## src/hdl/oss_map.svh

```systemverilog
// Purpose: Offsets, field positions, reset values, function codes and timing counts
//          for the output signal selector.
// Assumes: Included by the package, oss_top and the bench by its bare name.
// Notes:   Definitions only.
`ifndef OSS_MAP_SVH
`define OSS_MAP_SVH

// Register byte offsets on the AHB-Lite bus
`define OSS_OFF_CODE0        8'h00
`define OSS_OFF_CODE1        8'h04
`define OSS_OFF_CODE2        8'h08
`define OSS_OFF_CODE3        8'h0c
`define OSS_OFF_CUR_HI_THR   8'h10
`define OSS_OFF_CUR_HI_TIME  8'h14
`define OSS_OFF_ZERO_THR     8'h18
`define OSS_OFF_ZERO_TIME    8'h1c
`define OSS_OFF_PID_LO       8'h20
`define OSS_OFF_PID_HI       8'h24
`define OSS_OFF_HS_TRIP      8'h28
`define OSS_OFF_LOW_SPD      8'h2c
`define OSS_OFF_TORQUE_THR   8'h30
`define OSS_OFF_POS_WIDTH    8'h34
`define OSS_OFF_CTRL         8'h38
`define OSS_OFF_FLAGS_LO     8'h3c
`define OSS_OFF_FLAGS_HI     8'h40

// Control and flags register fields
`define OSS_CTRL_BRAKE_EN    0
`define OSS_CTRL_ORIENT_EN   1
`define OSS_CTRL_MODE_LSB    2
`define OSS_CTRL_MODE_MSB    3
`define OSS_FLAGS_HI_TERM    16

// Reset values
`define OSS_RST_CODE         9'h000
`define OSS_RST_THR          16'h0000
`define OSS_RST_CTRL         4'h0

// Function code ranges (0-99 and 200-299 positive, 100-199 and 300-399 inverted)
`define OSS_CODE_NEG_LO      9'h064
`define OSS_CODE_POS2_LO     9'h0c8
`define OSS_CODE_NEG2_LO     9'h12c
`define OSS_CODE_END         9'h190
`define OSS_CODE_NONE        9'h1ff
`define OSS_FN_COUNT         9'h028

// Function numbers (positive-polarity codes)
`define OSS_FN_CUR_HI        6'h0c
`define OSS_FN_ZERO_CUR      6'h0d
`define OSS_FN_PID_LO        6'h0e
`define OSS_FN_PID_HI        6'h0f
`define OSS_FN_BYP_B         6'h12
`define OSS_FN_BYP_C         6'h13
`define OSS_FN_BRAKE         6'h14
`define OSS_FN_STROKE        6'h18
`define OSS_FN_FAN           6'h19
`define OSS_FN_HS_PRE        6'h1a
`define OSS_FN_ORIENT_DONE   6'h1b
`define OSS_FN_ORIENT_FAULT  6'h1c
`define OSS_FN_FWD           6'h1e
`define OSS_FN_REV           6'h1f
`define OSS_FN_REGEN         6'h20
`define OSS_FN_READY2        6'h21
`define OSS_FN_LOW_SPD       6'h22
`define OSS_FN_TORQUE        6'h23
`define OSS_FN_IN_POS        6'h24
`define OSS_FN_TRAVEL        6'h26
`define OSS_FN_TUNED         6'h27

// Which function numbers exist, and which have no inverted code
`define OSS_FN_DEFINED       40'hdf_df1c_f000
`define OSS_FN_NO_INV        40'h00_000c_0000

// Heat sink prealarm at 85 percent of the trip temperature
`define OSS_HS_PCT           8'h55
`define OSS_HS_FULL          8'h64

// Detection time base: one tick per millisecond at a 5 ns clock
`define OSS_CLK_PERIOD_NS    32'h0000_0005
`define OSS_TICK_NS          32'h000f_4240
`define OSS_TICK_CYCLES      (`OSS_TICK_NS / `OSS_CLK_PERIOD_NS)

`define OSS_TERMS            4

`endif

```

## src/hdl/oss_pkg.sv

```systemverilog
// Purpose: Types shared by the output signal selector modules.
// Assumes: oss_map.svh holds the numbers.
// Notes:   Types only.
`include "oss_map.svh"

package oss_pkg;

   typedef logic [8:0]  oss_code_t;
   typedef logic [15:0] oss_word_t;
   typedef logic [39:0] oss_fvec_t;

   // Drive control method, selects which flags are meaningful
   typedef enum logic [1:0] {
      OSS_MODE_VF       = 2'b00,
      OSS_MODE_SENSLESS = 2'b01,
      OSS_MODE_VECTOR   = 2'b10,
      OSS_MODE_PM       = 2'b11
   } oss_mode_t;

endpackage

```

## src/hdl/oss_qual_if.sv

```systemverilog
// Purpose: Carries one condition, its time limit and the qualified result.
// Assumes: One clock domain.
// Notes:   drv side is the selector top, qual side the timer.
`timescale 1ns/10ps

interface oss_qual_if;
   logic        cond;
   logic        tick;
   logic [15:0] limit;
   logic        met;

   modport drv  (output cond, output tick, output limit, input met);
   modport qual (input cond, input tick, input limit, output met);
endinterface

```

## src/hdl/oss_time_qual.sv

```systemverilog
// Purpose: Qualifies a level by requiring it to hold for a minimum time.
// Assumes: tick is a one-cycle pulse once per millisecond.
// Notes:   The first tick may fall anywhere in the first millisecond.
`timescale 1ns/10ps

module oss_time_qual
   import oss_pkg::*;
   (
   input wire logic   clk_sys,
   input wire logic   rst,
   oss_qual_if.qual   q
   );

   logic [15:0] held_ms;

   // Count whole ticks while the level holds; a drop restarts the wait
   always_ff @(posedge clk_sys) begin
      if (rst || !q.cond) begin
         held_ms <= 16'h0000;
      end else if (q.tick && held_ms != 16'hffff) begin
         held_ms <= held_ms + 16'h0001;
      end
   end

   // Saturating count avoids wrap on very long holds
   always_ff @(posedge clk_sys) begin
      if (rst) begin
         q.met <= 1'b0;
      end else begin
         q.met <= q.cond && (held_ms >= q.limit);
      end
   end

endmodule

```

## src/hdl/oss_top.sv

```systemverilog
// Purpose: Output signal selector; builds drive status flags and routes one
//          of them to each output terminal by a function code.
// Assumes: Drive condition inputs come from logic on clk_sys; stroke-end and
//          fan-fault inputs are pins and are synchronised here.
// Notes:   Registers on AHB-Lite, word accesses, zero wait states except a
//          read that directly follows a write.
// What this block does
// - Code 12/112: current above threshold for at least detection time.
// - Code 13/113: current below zero-current threshold for at least detection time.
// - Code 14/114: PID input below lower limit.
// - Code 15/115: PID input above upper limit.
// - Codes 18 and 19: bypass contactor drives, positive polarity only.
// - Code 20/120: brake release request, only with brake sequence enabled.
// - Code 24/124: forward or reverse stroke-end input active.
// - Code 25/125: cooling fan fault detected.
// - Code 26/126: heat sink at 85 percent of overheat trip temperature.
// - Codes 27/28: orientation done and fault, only with orientation enabled.
// - Code 30/130: motor rotating forward.
// - Code 31/131: motor rotating in reverse.
// - Code 32/132: regenerating under closed-loop vector control.
// - Code 33/133: pre-excitation or running under any method other than V/f.
// - Code 34/134: output frequency at or below low-speed threshold.
// - Code 35/135: torque above torque threshold.
// - Code 36/136: droop pulses at or below positioning width.
// - Code 38/138: position command done and droop within width.
// - Code 39/139: start-time tuning completed.
// - Codes 0-99, 200-299 positive; 100-199, 300-399 inverted.
`timescale 1ns/10ps
`include "oss_map.svh"

module oss_top
   import oss_pkg::*;
   #(
   parameter int unsigned TICK_CYCLES = `OSS_TICK_CYCLES
   )
   (
   input  wire logic                    clk_sys,
   input  wire logic                    rst,
   // AHB-Lite slave
   input  wire logic                    hsel,
   input  wire logic [31:0]             haddr,
   input  wire logic [1:0]              htrans,
   input  wire logic                    hwrite,
   input  wire logic [2:0]              hsize,
   input  wire logic [31:0]             hwdata,
   input  wire logic                    hready,
   output logic      [31:0]             hrdata,
   output logic                         hreadyout,
   output logic                         hresp,
   // Drive conditions, same clock
   input  wire logic [15:0]             out_current,
   input  wire logic [15:0]             pid_value,
   input  wire logic [15:0]             heatsink_temp,
   input  wire logic [15:0]             out_freq,
   input  wire logic [15:0]             motor_torque,
   input  wire logic [15:0]             droop_pulses,
   input  wire logic                    brake_release_cmd,
   input  wire logic                    bypass_b_cmd,
   input  wire logic                    bypass_c_cmd,
   input  wire logic                    orient_done_in,
   input  wire logic                    orient_fault_in,
   input  wire logic                    motor_fwd,
   input  wire logic                    motor_rev,
   input  wire logic                    regen_in,
   input  wire logic                    pre_excite,
   input  wire logic                    running_normal,
   input  wire logic                    pos_cmd_done,
   input  wire logic                    tuning_complete_in,
   // Pins from outside the clock domain
   input  wire logic                    fwd_stroke_end_in,
   input  wire logic                    rev_stroke_end_in,
   input  wire logic                    fan_fault_in,
   // Output terminals
   output logic [`OSS_TERMS-1:0]        term_out
   );

   // Registers
   oss_code_t    term_code [`OSS_TERMS];
   oss_word_t    cur_hi_thr;
   oss_word_t    cur_hi_time;
   oss_word_t    zero_thr;
   oss_word_t    zero_time;
   oss_word_t    pid_lo;
   oss_word_t    pid_hi;
   oss_word_t    hs_trip;
   oss_word_t    low_spd_thr;
   oss_word_t    torque_thr;
   oss_word_t    pos_width;
   logic [3:0]   ctrl;
   oss_fvec_t    flags;

   // Bus state
   logic         wr_pend;
   logic [7:0]   wr_addr;
   logic         rd_stall;
   logic [7:0]   rd_addr;
   logic         take;

   // Internal signals
   logic [31:0]  tick_cnt;
   logic         tick;
   logic [2:0]   pin_s1;
   logic [2:0]   pin_s2;
   oss_fvec_t    fvec;
   logic [1:0]   qual_cond;
   logic [1:0]   qual_met;
   oss_word_t    qual_limit [2];
   logic         brake_seq_en;
   logic         orient_en;
   oss_mode_t    mode;
   logic [23:0]  hs_scaled;
   logic [23:0]  hs_limit;

   assign brake_seq_en = ctrl[`OSS_CTRL_BRAKE_EN];
   assign orient_en    = ctrl[`OSS_CTRL_ORIENT_EN];
   assign mode         = oss_mode_t'(ctrl[`OSS_CTRL_MODE_MSB:`OSS_CTRL_MODE_LSB]);
   assign take         = hsel && htrans[1] && hready;

   // Read multiplexer, used for normal and stalled reads
   function automatic logic [31:0] rd_word(input logic [7:0] a);
      logic [31:0] w;
      w = 32'h0000_0000;
      unique case (a)
         `OSS_OFF_CODE0:       w = {23'h00_0000, term_code[0]};
         `OSS_OFF_CODE1:       w = {23'h00_0000, term_code[1]};
         `OSS_OFF_CODE2:       w = {23'h00_0000, term_code[2]};
         `OSS_OFF_CODE3:       w = {23'h00_0000, term_code[3]};
         `OSS_OFF_CUR_HI_THR:  w = {16'h0000, cur_hi_thr};
         `OSS_OFF_CUR_HI_TIME: w = {16'h0000, cur_hi_time};
         `OSS_OFF_ZERO_THR:    w = {16'h0000, zero_thr};
         `OSS_OFF_ZERO_TIME:   w = {16'h0000, zero_time};
         `OSS_OFF_PID_LO:      w = {16'h0000, pid_lo};
         `OSS_OFF_PID_HI:      w = {16'h0000, pid_hi};
         `OSS_OFF_HS_TRIP:     w = {16'h0000, hs_trip};
         `OSS_OFF_LOW_SPD:     w = {16'h0000, low_spd_thr};
         `OSS_OFF_TORQUE_THR:  w = {16'h0000, torque_thr};
         `OSS_OFF_POS_WIDTH:   w = {16'h0000, pos_width};
         `OSS_OFF_CTRL:        w = {28'h000_0000, ctrl};
         `OSS_OFF_FLAGS_LO:    w = flags[31:0];
         `OSS_OFF_FLAGS_HI:    w = {12'h000, term_out, 8'h00, flags[39:32]};
         default:              w = 32'h0000_0000;   // Unmapped reads as zero
      endcase
      return w;
   endfunction

   // Code decode: polarity and function number, then pick the flag
   function automatic logic term_level(input oss_code_t code, input oss_fvec_t fv);
      oss_code_t fn;
      logic      inv;
      logic      defined;
      oss_fvec_t def_v;
      fn  = `OSS_CODE_NONE;
      inv = 1'b0;
      def_v = `OSS_FN_DEFINED;
      if (code < `OSS_CODE_NEG_LO) begin
         fn = code;
      end else if (code < `OSS_CODE_POS2_LO) begin
         fn  = code - `OSS_CODE_NEG_LO;
         inv = 1'b1;
      end else if (code < `OSS_CODE_NEG2_LO) begin
         fn = code - `OSS_CODE_POS2_LO;
      end else if (code < `OSS_CODE_END) begin
         fn  = code - `OSS_CODE_NEG2_LO;
         inv = 1'b1;
      end
      defined = 1'b0;
      if (fn < `OSS_FN_COUNT) begin
         defined = def_v[fn[5:0]];
         // Bypass contactor drives have no inverted code
         if (inv && ((`OSS_FN_NO_INV >> fn[5:0]) & 40'h00_0000_0001) != 40'h0) begin
            defined = 1'b0;
         end
      end
      // Positive flag, inverted for inverted codes, or inactive when undefined
      return defined ? (fv[fn[5:0]] ^ inv) : 1'b0;
   endfunction

   // Address phase capture; a read right after a write waits one cycle so
   // that it returns the freshly written value instead of a stale one
   always_ff @(posedge clk_sys) begin
      if (rst) begin
         wr_pend   <= 1'b0;
         wr_addr   <= 8'h00;
         rd_stall  <= 1'b0;
         rd_addr   <= 8'h00;
         hrdata    <= 32'h0000_0000;
         hreadyout <= 1'b1;
         hresp     <= 1'b0;
      end else begin
         wr_pend <= take && hwrite;
         if (take && hwrite) begin
            wr_addr <= haddr[7:0];
         end
         if (take && !hwrite && wr_pend) begin
            rd_stall  <= 1'b1;
            rd_addr   <= (haddr[31:8] != 24'h00_0000) ? 8'hff : haddr[7:0];   // Unmapped, reads zero
            hreadyout <= 1'b0;
         end else if (rd_stall) begin
            rd_stall  <= 1'b0;
            hrdata    <= rd_word(rd_addr);
            hreadyout <= 1'b1;
         end else if (take && !hwrite) begin
            hrdata <= rd_word(haddr[7:0]);
         end
         if (haddr[31:8] != 24'h00_0000 && take && !hwrite && !wr_pend) begin
            hrdata <= 32'h0000_0000;   // Outside the block's window
         end
      end
   end

   // Register writes in the data phase; only whole words are expected
   always_ff @(posedge clk_sys) begin
      if (rst) begin
         for (int i = 0; i < `OSS_TERMS; i++) begin
            term_code[i] <= `OSS_RST_CODE;
         end
         cur_hi_thr  <= `OSS_RST_THR;
         cur_hi_time <= `OSS_RST_THR;
         zero_thr    <= `OSS_RST_THR;
         zero_time   <= `OSS_RST_THR;
         pid_lo      <= `OSS_RST_THR;
         pid_hi      <= `OSS_RST_THR;
         hs_trip     <= `OSS_RST_THR;
         low_spd_thr <= `OSS_RST_THR;
         torque_thr  <= `OSS_RST_THR;
         pos_width   <= `OSS_RST_THR;
         ctrl        <= `OSS_RST_CTRL;
      end else if (wr_pend) begin
         unique case (wr_addr)
            `OSS_OFF_CODE0:       term_code[0] <= hwdata[8:0];
            `OSS_OFF_CODE1:       term_code[1] <= hwdata[8:0];
            `OSS_OFF_CODE2:       term_code[2] <= hwdata[8:0];
            `OSS_OFF_CODE3:       term_code[3] <= hwdata[8:0];
            `OSS_OFF_CUR_HI_THR:  cur_hi_thr   <= hwdata[15:0];
            `OSS_OFF_CUR_HI_TIME: cur_hi_time  <= hwdata[15:0];
            `OSS_OFF_ZERO_THR:    zero_thr     <= hwdata[15:0];
            `OSS_OFF_ZERO_TIME:   zero_time    <= hwdata[15:0];
            `OSS_OFF_PID_LO:      pid_lo       <= hwdata[15:0];
            `OSS_OFF_PID_HI:      pid_hi       <= hwdata[15:0];
            `OSS_OFF_HS_TRIP:     hs_trip      <= hwdata[15:0];
            `OSS_OFF_LOW_SPD:     low_spd_thr  <= hwdata[15:0];
            `OSS_OFF_TORQUE_THR:  torque_thr   <= hwdata[15:0];
            `OSS_OFF_POS_WIDTH:   pos_width    <= hwdata[15:0];
            `OSS_OFF_CTRL:        ctrl         <= hwdata[3:0];
            default:              ;   // Read-only or unmapped, ignored
         endcase
      end
   end

   // Millisecond tick for the detection timers
   always_ff @(posedge clk_sys) begin
      if (rst || tick) begin
         tick_cnt <= 32'h0000_0000;
      end else begin
         tick_cnt <= tick_cnt + 32'h0000_0001;
      end
   end
   assign tick = (tick_cnt == TICK_CYCLES - 32'h0000_0001);

   // Two-stage synchronisers for the asynchronous pins
   always_ff @(posedge clk_sys) begin
      if (rst) begin
         pin_s1 <= 3'h0;
         pin_s2 <= 3'h0;
      end else begin
         pin_s1 <= {fan_fault_in, rev_stroke_end_in, fwd_stroke_end_in};
         pin_s2 <= pin_s1;
      end
   end

   // Current detection conditions and their minimum hold times
   assign qual_cond[0]  = out_current > cur_hi_thr;
   assign qual_limit[0] = cur_hi_time;
   assign qual_cond[1]  = out_current < zero_thr;
   assign qual_limit[1] = zero_time;

   oss_qual_if qif [2] ();

   genvar g;
   generate
      for (g = 0; g < 2; g++) begin : g_qual
         assign qif[g].cond  = qual_cond[g];
         assign qif[g].tick  = tick;
         assign qif[g].limit = qual_limit[g];
         assign qual_met[g]  = qif[g].met;
         oss_time_qual u_qual (
            .clk_sys (clk_sys),
            .rst     (rst),
            .q       (qif[g])
         );
      end
   endgenerate

   // Heat sink compare by cross multiplication avoids a divider
   assign hs_scaled = 24'(heatsink_temp) * 24'(`OSS_HS_FULL);
   assign hs_limit  = 24'(hs_trip) * 24'(`OSS_HS_PCT);

   // Flag vector indexed by function number
   always_comb begin
      fvec = 40'h00_0000_0000;
      fvec[`OSS_FN_CUR_HI]       = qual_met[0];
      fvec[`OSS_FN_ZERO_CUR]     = qual_met[1];
      fvec[`OSS_FN_PID_LO]       = pid_value < pid_lo;
      fvec[`OSS_FN_PID_HI]       = pid_value > pid_hi;
      fvec[`OSS_FN_BYP_B]        = bypass_b_cmd;
      fvec[`OSS_FN_BYP_C]        = bypass_c_cmd;
      fvec[`OSS_FN_BRAKE]        = brake_seq_en && brake_release_cmd;
      fvec[`OSS_FN_STROKE]       = pin_s2[0] || pin_s2[1];
      fvec[`OSS_FN_FAN]          = pin_s2[2];
      fvec[`OSS_FN_HS_PRE]       = hs_scaled >= hs_limit;
      fvec[`OSS_FN_ORIENT_DONE]  = orient_en && orient_done_in;
      fvec[`OSS_FN_ORIENT_FAULT] = orient_en && orient_fault_in;
      fvec[`OSS_FN_FWD]          = motor_fwd;
      fvec[`OSS_FN_REV]          = motor_rev;
      fvec[`OSS_FN_REGEN]        = regen_in && (mode == OSS_MODE_VECTOR);
      fvec[`OSS_FN_READY2]       = (pre_excite || running_normal)
                                   && (mode != OSS_MODE_VF);
      fvec[`OSS_FN_LOW_SPD]      = out_freq <= low_spd_thr;
      fvec[`OSS_FN_TORQUE]       = motor_torque > torque_thr;
      fvec[`OSS_FN_IN_POS]       = droop_pulses <= pos_width;
      fvec[`OSS_FN_TRAVEL]       = pos_cmd_done && (droop_pulses <= pos_width);
      fvec[`OSS_FN_TUNED]        = tuning_complete_in;
   end

   // Flag snapshot for software
   always_ff @(posedge clk_sys) begin
      if (rst) begin
         flags <= 40'h00_0000_0000;
      end else begin
         flags <= fvec;
      end
   end

   // Terminal outputs, registered so external equipment sees clean levels
   generate
      for (g = 0; g < `OSS_TERMS; g++) begin : g_term
         always_ff @(posedge clk_sys) begin
            if (rst) begin
               term_out[g] <= 1'b0;
            end else begin
               term_out[g] <= term_level(term_code[g], fvec);
            end
         end
      end
   endgenerate

endmodule

```

## config.mk

```make
export PLATFORM = sky130hd
export DESIGN_NAME = oss_top
export DESIGN_NICKNAME = d
export VERILOG_FILES = /design/src/hdl/oss_pkg.sv /design/src/hdl/oss_qual_if.sv /design/src/hdl/oss_time_qual.sv /design/src/hdl/oss_top.sv
export VERILOG_INCLUDE_DIRS = /design/src /design/src/hdl
export SDC_FILE = /design/constraint.sdc
export NUM_CORES = 1
export LEC_CHECK = 0
export BUFFER_PORTS_ARGS = -buffer_cell sky130_fd_sc_hd__buf_2
export CAP_MARGIN = 0
export CORE_MARGIN = 2
export CORE_UTILIZATION = 40
export CTS_CLUSTER_DIAMETER = 50
export DETAILED_ROUTE_END_ITERATION = 12
export HOLD_SLACK_MARGIN = 0.08
export SETUP_SLACK_MARGIN = 0.3
export SLEW_MARGIN = 20
export SYNTH_ARGS = -nofsm -noshare
export SYNTH_HDL_FRONTEND = slang
export SYNTH_HIERARCHICAL = 1
export SYNTH_SLANG_ARGS = --single-unit
```

## constraint.sdc

```tcl
create_clock -name clk_sys -period 6.6 [get_ports clk_sys]
set_clock_uncertainty 0.1 [all_clocks]
set_input_delay 0.99 -clock clk_sys [delete_from_list [all_inputs] [get_ports clk_sys]]
set_output_delay 0.99 -clock clk_sys [all_outputs]
set_load 0.1 [all_outputs]
```

# Yosys cells after proc, flatten, opt, wreduce, memory -nomap -nowiden
# Memory sizes are Yosys's and may differ from the RTL's.
# Cells that the tools add are included.
# Widths: inputs -> output; s select.
[word_totals]
mem_bits_rw = 36
regBits = 331
n_memories = 5
wordCells = 302
mem_bits_ro = 256
in_bits = 185
output_inout_bits = 38
[classes]
muxes = 94
n_reduce_logical = 55
n_shift = 4
bitwise_logic = 13
addsub = 15
order_cmp = 34
multipliers = 2
eq_ne = 50
[mem_list]
columns = ["memory", "depth", "width", "rd", "rd_clocked_by_memory_dff", "write_ports", "line_no", "text"]
rows = [
  ["(name not given)", 64, 1, 1, 0, 0, "oss_top.sv:168", "defined = def_v[fn[5:0]];"],
  ["(name not given)", 64, 1, 1, 0, 0, "oss_top.sv:168", ""],
  ["(name not given)", 64, 1, 1, 0, 0, "oss_top.sv:168", ""],
  ["(name not given)", 64, 1, 1, 0, 0, "oss_top.sv:168", ""],
  ["term_code", 4, 9, 4, 0, 4, "oss_top.sv:78", "oss_code_t term_code [`OSS_TERMS];"],
]
[ops]
columns = ["op", "count"]
rows = [
  ["$pmux 32 s17", 2],
  ["$mux 9", 24],
  ["$eq 8x6->1 const B", 23],
  ["$eq 8x5->1 const B", 12],
  ["$shr 20x6->1 const A", 4],
  ["$lt 9x9->1 const B", 8],
  ["$mux 32", 2],
  ["$mux 1", 61],
  ["$eq 8x4->1 const B", 6],
  ["$gt 16x16->1", 3],
  ["$lt 9x6->1 const B", 4],
  ["$lt 9x7->1 const B", 4],
  ["$lt 9x8->1 const B", 4],
  ["$sub 9x7->9 const B", 4],
  ["$sub 9x8->9 const B", 4],
  ["$sub 9x9->9 const B", 4],
  ["$add 16x1->16 const B", 2],
  ["$add 32x1->32 const B", 1],
  ["$eq 32x18->1 const B", 1],
  ["$ge 16x16->1", 2],
  ["$le 16x16->1", 2],
  ["$lt 16x16->1", 2],
  ["$ne 16x16->1 const B", 2],
  ["$lt 6x7->1 const B", 4],
  ["19 further kinds", 82],
]

# Depth between registers and ports, before layout
# An unclocked memory read counts as a cell.
[depth]
ltp_word = 14
depth_mapped = 28
depth_no_buf = 28

# Modules after synthesis
# The synthesis kept the hierarchy.
[modules_own_cells]
columns = ["mod", "seq_area_each_um2", "instances", "area_per_inst_um2", "cells_per_inst"]
rows = [
  ["oss_top", 6566.3, 1, 24034.3, 3059],
  ["oss_time_qual", 340.3, 2, 1206.2, 146],
]

# Least setup slack after synthesis
# OpenSTA, ideal clock, no wires.
[synth_timing]
path_type = "input -> register"
start = "in heatsink_temp[2]"
end = "reg term_out[0]"
required_time_ns = 6.428
stages = 20
arrival_time_ns = 5.537
slack_ns = 0.891
path_buffers = 0
setup_ns = 0.072
cell_sequence = "ha_1 ha_1 fa_1 ha_1 a21oi_1 o21a_1 nor3_1 a41o_1 o41ai_1 o2111ai_1 a21oi_1 xnor2_1 ha_1 a21o_1 a221o_1 nor4b_1 o22a_1 a21oi_1 nor3_1 mux2i_1"
[synth_between]
elab_chain_cells = 5
[synth_lines]
columns = ["element", "line_no", "text"]
rows = [
  ["start, declared", "oss_top.sv:53", "input wire logic [15:0] heatsink_temp,"],
  ["$mul 16x5->21", "oss_top.sv:295", "assign hs_scaled = 24'(heatsink_temp) * 24'(`OSS_HS_FULL);"],
  ["$ge 23x23->1", "oss_top.sv:310", "fvec[`OSS_FN_HS_PRE] = hs_scaled >= hs_limit;"],
  ["$bmux 1 s6", "oss_top.sv:175", "return defined ? (fv[fn[5:0]] ^ inv) : 1'b0;"],
  ["$mux 1 (implied by the code)", "oss_top.sv:175", ""],
  ["$xor 1x1->1", "oss_top.sv:175", ""],
  ["end signal, assigned by index", "oss_top.sv:341", "term_out[g] <= term_level(term_code[g], fvec);"],
  ["end, declared", "oss_top.sv:74", "output logic [`OSS_TERMS-1:0] term_out"],
]
# Every way passes these cells. The select of a mux whose other input is x is not followed.
# A chain may end at the register's enable or synchronous reset.

# Final worst setup path
[layout_timing]
start = "reg hs_trip[3]"
end = "reg term_out[3]"
[layout_between]
elab_chain_cells = 5
[layout_lines]
columns = ["element", "line_no", "text"]
rows = [
  ["start, declared", "oss_top.sv:85", "oss_word_t hs_trip;"],
  ["start signal, assigned", "oss_top.sv:223", "hs_trip <= `OSS_RST_THR;"],
  ["start signal, assigned", "oss_top.sv:240", "`OSS_OFF_HS_TRIP: hs_trip <= hwdata[15:0];"],
  ["$mul 16x7->23", "oss_top.sv:296", "assign hs_limit = 24'(hs_trip) * 24'(`OSS_HS_PCT);"],
  ["$ge 23x23->1", "oss_top.sv:310", ""],
  ["$bmux 1 s6", "oss_top.sv:175", ""],
  ["$mux 1 (implied by the code)", "oss_top.sv:175", ""],
  ["$xor 1x1->1", "oss_top.sv:175", ""],
]
# Every way passes these cells. The select of a mux whose other input is x is not followed.

==> impl_metrics.tcl <==
set metrics [dict create \
    comb_power_share 0.165 \
    cp.arrival_ps 6330 \
    routabilityCongestion 1.020 \
    cts.path.max_buffers 3 \
    clock_power_share 0.458 \
    first_global_vias 24460 \
    setup_viol 0 \
    root_buffer "clkbuf_16" \
    cts.sinks 344 \
    viasPerCell 6.003 \
    startpoint_type "register" \
    grt_overflow 0 \
    grt_pass1_wl_um 151500 \
    synthCells 3351 \
    boundaryPins 223 \
    power_frac_seq 0.376 \
    fp.dieW_um 261.1 \
    synthToLayoutAreaGrowth_pct 12.89 \
    required_ps 7020 \
    wl_um 101700 \
    port_buffers 197 \
    rsz0062_at_grt "false" \
    cp-end-kind "register" \
    antenna_found_initial 4 \
    hold_viol 0 \
    ys_async_sr_fraction 0 \
    multi_input_area_mm2 0.01757 \
    whs_path_depth 1 \
    cpPeakStageDelay_ps 510 \
    min_period_over_period 0.8959 \
    fp.dieH_um 261.1 \
    core_area_mm2 0.06563 \
    cts_tree "done" \
    relSlewSlack 0.2031 \
    period_needed_ps 5913 \
    fill_cells 6596 \
    htree_num_levels 2 \
    clock.fmax_mhz 169.1 \
    dp_hpwl_um 76290 \
    grt_max_degree 78 \
    num_vias 26260 \
    numCtsBuffers 45 \
    clkLatencyLatePin_ps 590 \
    synth_area_mm2 0.02645 \
    worst_path_max_delay_cell "fa_1" \
    row_count 94 \
    p_per_area_mw_per_mm2 195.4 \
    switchingPower_mw 1.676 \
    cp_max_fo 6 \
    maxCapViolCount 0 \
    track_usage 0.2917 \
    postRouteAntennaNets 0 \
    status "complete, no violations" \
    final_net_count 3990 \
    synth_edf_count 36 \
    irDropWorstVdd_mv 0.1923 \
    final_cells 4374 \
    yosysUniqueCellTypes 107 \
    setup_tns_ps 0 \
    drc_errors 0 \
    yosys_most_used_dff "dfxtp_1" \
    rr_worst_depth 28 \
    drtPass1Iterations 7 \
    worstMarginPinSlew_ps 1194 \
    register_area_mm2 0.007254 \
    start_util 0.4030 \
    worstHoldPathType "register to register" \
    post_synth.cell_area_avg_um2 7.892 \
    synth_warnings 6 \
    clk_pin_slew_worst_paths_ps 60 \
    post_drt_wl_per_cell_um 23.25 \
    drt_iter0_drc 3123 \
    yosysSeqAreaShare 0.2740 \
    worst-setup-path-type "register to register" \
    p_int_mw 4.156 \
    ys_ff_latch 344 \
    diodes 0 \
    p_sw_frac 0.2874 \
    dp.cells 4292 \
    drive_above_1_share 0.1165 \
    p_leak_nw 11.52 \
    die_area_mm2 0.06819 \
    final_max_slew_viol_count 0 \
]
## area by class of cell
| cell class | count | share of cell area |
|---|---|---|
| Timing Repair Buffer | 232 | 0.04203 |
| Tap cell | 864 | 0.03621 |
| Clock inverter | 25 | 0.01186 |
| Inverter | 288 | 0.03621 |
| Multi-Input combinational cell | 2564 | 0.5886 |
| Clock buffer | 57 | 0.04216 |
| Sequential cell | 344 | 0.2430 |
## power groups by stage
stage | Combinational, mW | Sequential, mW | Clock (mW)
2_1_floorplan | 0.660 | 2.23 | 0
3_3_place_gp | 0.945 | 2.24 | 0
3_5_place_dp | 0.951 | 2.24 | 0
4_1_cts | 0.958 | 2.19 | 2.69
5_1_grt | 1.09 | 2.19 | 2.78
6_report | 0.965 | 2.19 | 2.67
## placed cells by master, fill, tap and decap left out, types with 20 or more instances in the layout
master and instances:
a21oi_1 299, a21o_1 26, nand2_1 485, nand3_1 99
and3_1 24, fa_1 35, a22oi_1 101, o211ai_1 20
nand4_1 51, o21ai_0 76, and2_1 46, a211oi_1 21
edfxtp_1 36, mux2i_1 41, nor2_2 22, nor3_1 83
dfxtp_1 304, buf_2 196, nor2b_1 42, buf_4 35
a221oi_1 52, ha_1 292, xnor2_1 34, a31oi_1 47
inv_1 287, nor4_1 22, nor2_1 222, clkbuf_16 48
nand2b_1 28, xor2_1 47, a22o_1 35
## cells by family (layout without fill, tap and decap cells)
family / Yosys count / count (layout) / synth area share
buffers and inverters: 447 / 602 / 0.06699
muxes: 46 / 46 / 0.01807
xor gates and xnor gates: 81 / 81 / 0.02682
other: 1 / 5 / 0.0001418
DFF: 344 / 344 / 0.2740
AOI/OAI and AO/OA: 874 / 874 / 0.2267
adders and majority gates: 331 / 331 / 0.1664
and+or+nand+nor: 1227 / 1227 / 0.2208
## Yosys cell counts, types with 46 or more instances
library cell | count | area, µm²
inv_1 | 288 | 1081
clkbuf_1 | 113 | 424.2
dfxtp_1 | 308 | 6166
nand4_1 | 51 | 319.1
and2_1 | 46 | 287.8
a21oi_1 | 300 | 1501
nand3_1 | 99 | 495.5
a31oi_1 | 47 | 294.0
ha_1 | 295 | 3691
nor2_1 | 239 | 897.1
nor3_1 | 85 | 425.4
o21ai_0 | 77 | 385.4
a221oi_1 | 52 | 455.4
nand2_1 | 485 | 1821
xor2_1 | 47 | 411.6
a22oi_1 | 101 | 758.2
## repair_timing
action	4_1_cts	5_1_grt
resized for setup	3	16
endpoints found under the setup margin	1	4
setup buffers	0	0
gates cloned	0	0
pin swaps	0	3
hold buffers	0	0
## path summary, 6_finish.rpt
kind                            startpoint           to  slack [ps]
worst max-delay path            hs_trip[3]  term_out[3]         690
worst min-delay path             pin_s1[1]    pin_s2[1]         330
worst max register to register  hs_trip[3]  term_out[3]         690
worst min register to register   pin_s1[1]    pin_s2[1]         330
## per-stage QoR
step                      worst slack [ps]    util  power, mW  hold WS (ps)  area [µm²]
after detailed placement             206.0  0.4293      3.187         323.7       28170
after CTS                            321.2  0.4539      5.844         337.3       29790
after global placement               233.3  0.4292      3.182         315.8       28170
after global routing                 314.3  0.4549      6.066         355.7       29860
final                                687.2  0.4549      5.833         330.1       29860
after floorplan                      891.0       -      2.890         313.8       26460
## layer usage
layer  GRT usage  vias up  routed length (µm)
li1            -    12330                   -
met1      0.3911    12360               43170
met2      0.4365     1246               42650
met3     0.05923      323                9346
met4      0.1646        6                6494
met5           0        -                  38
## state kept, by name (all words and copies together), names as in the netlist, 4 cells and up
register and flops:
cur_hi_time 16, flags 21, zero_thr 16, wr_addr 8, torque_thr 16, cur_hi_thr 16
rd_addr 8, hs_trip 16, qif.limit 16, hrdata 28, term_code 36, pid_lo 16
pid_hi 16, term_out 4, g_qual.u_qual/held_ms 32, tick_cnt 32, pos_width 16, ctrl 4
low_spd_thr 16
## critical path: cells and delay by family, from the launching register on
kind	cells	cell delay, ps
simple gates	5	520
flops	1	380
compound gates	11	2200
fa+ha+maj	6	2060
xor+xnor	1	160
buf+inv	5	390
Note: power is estimated with default switching activity, not from simulation.
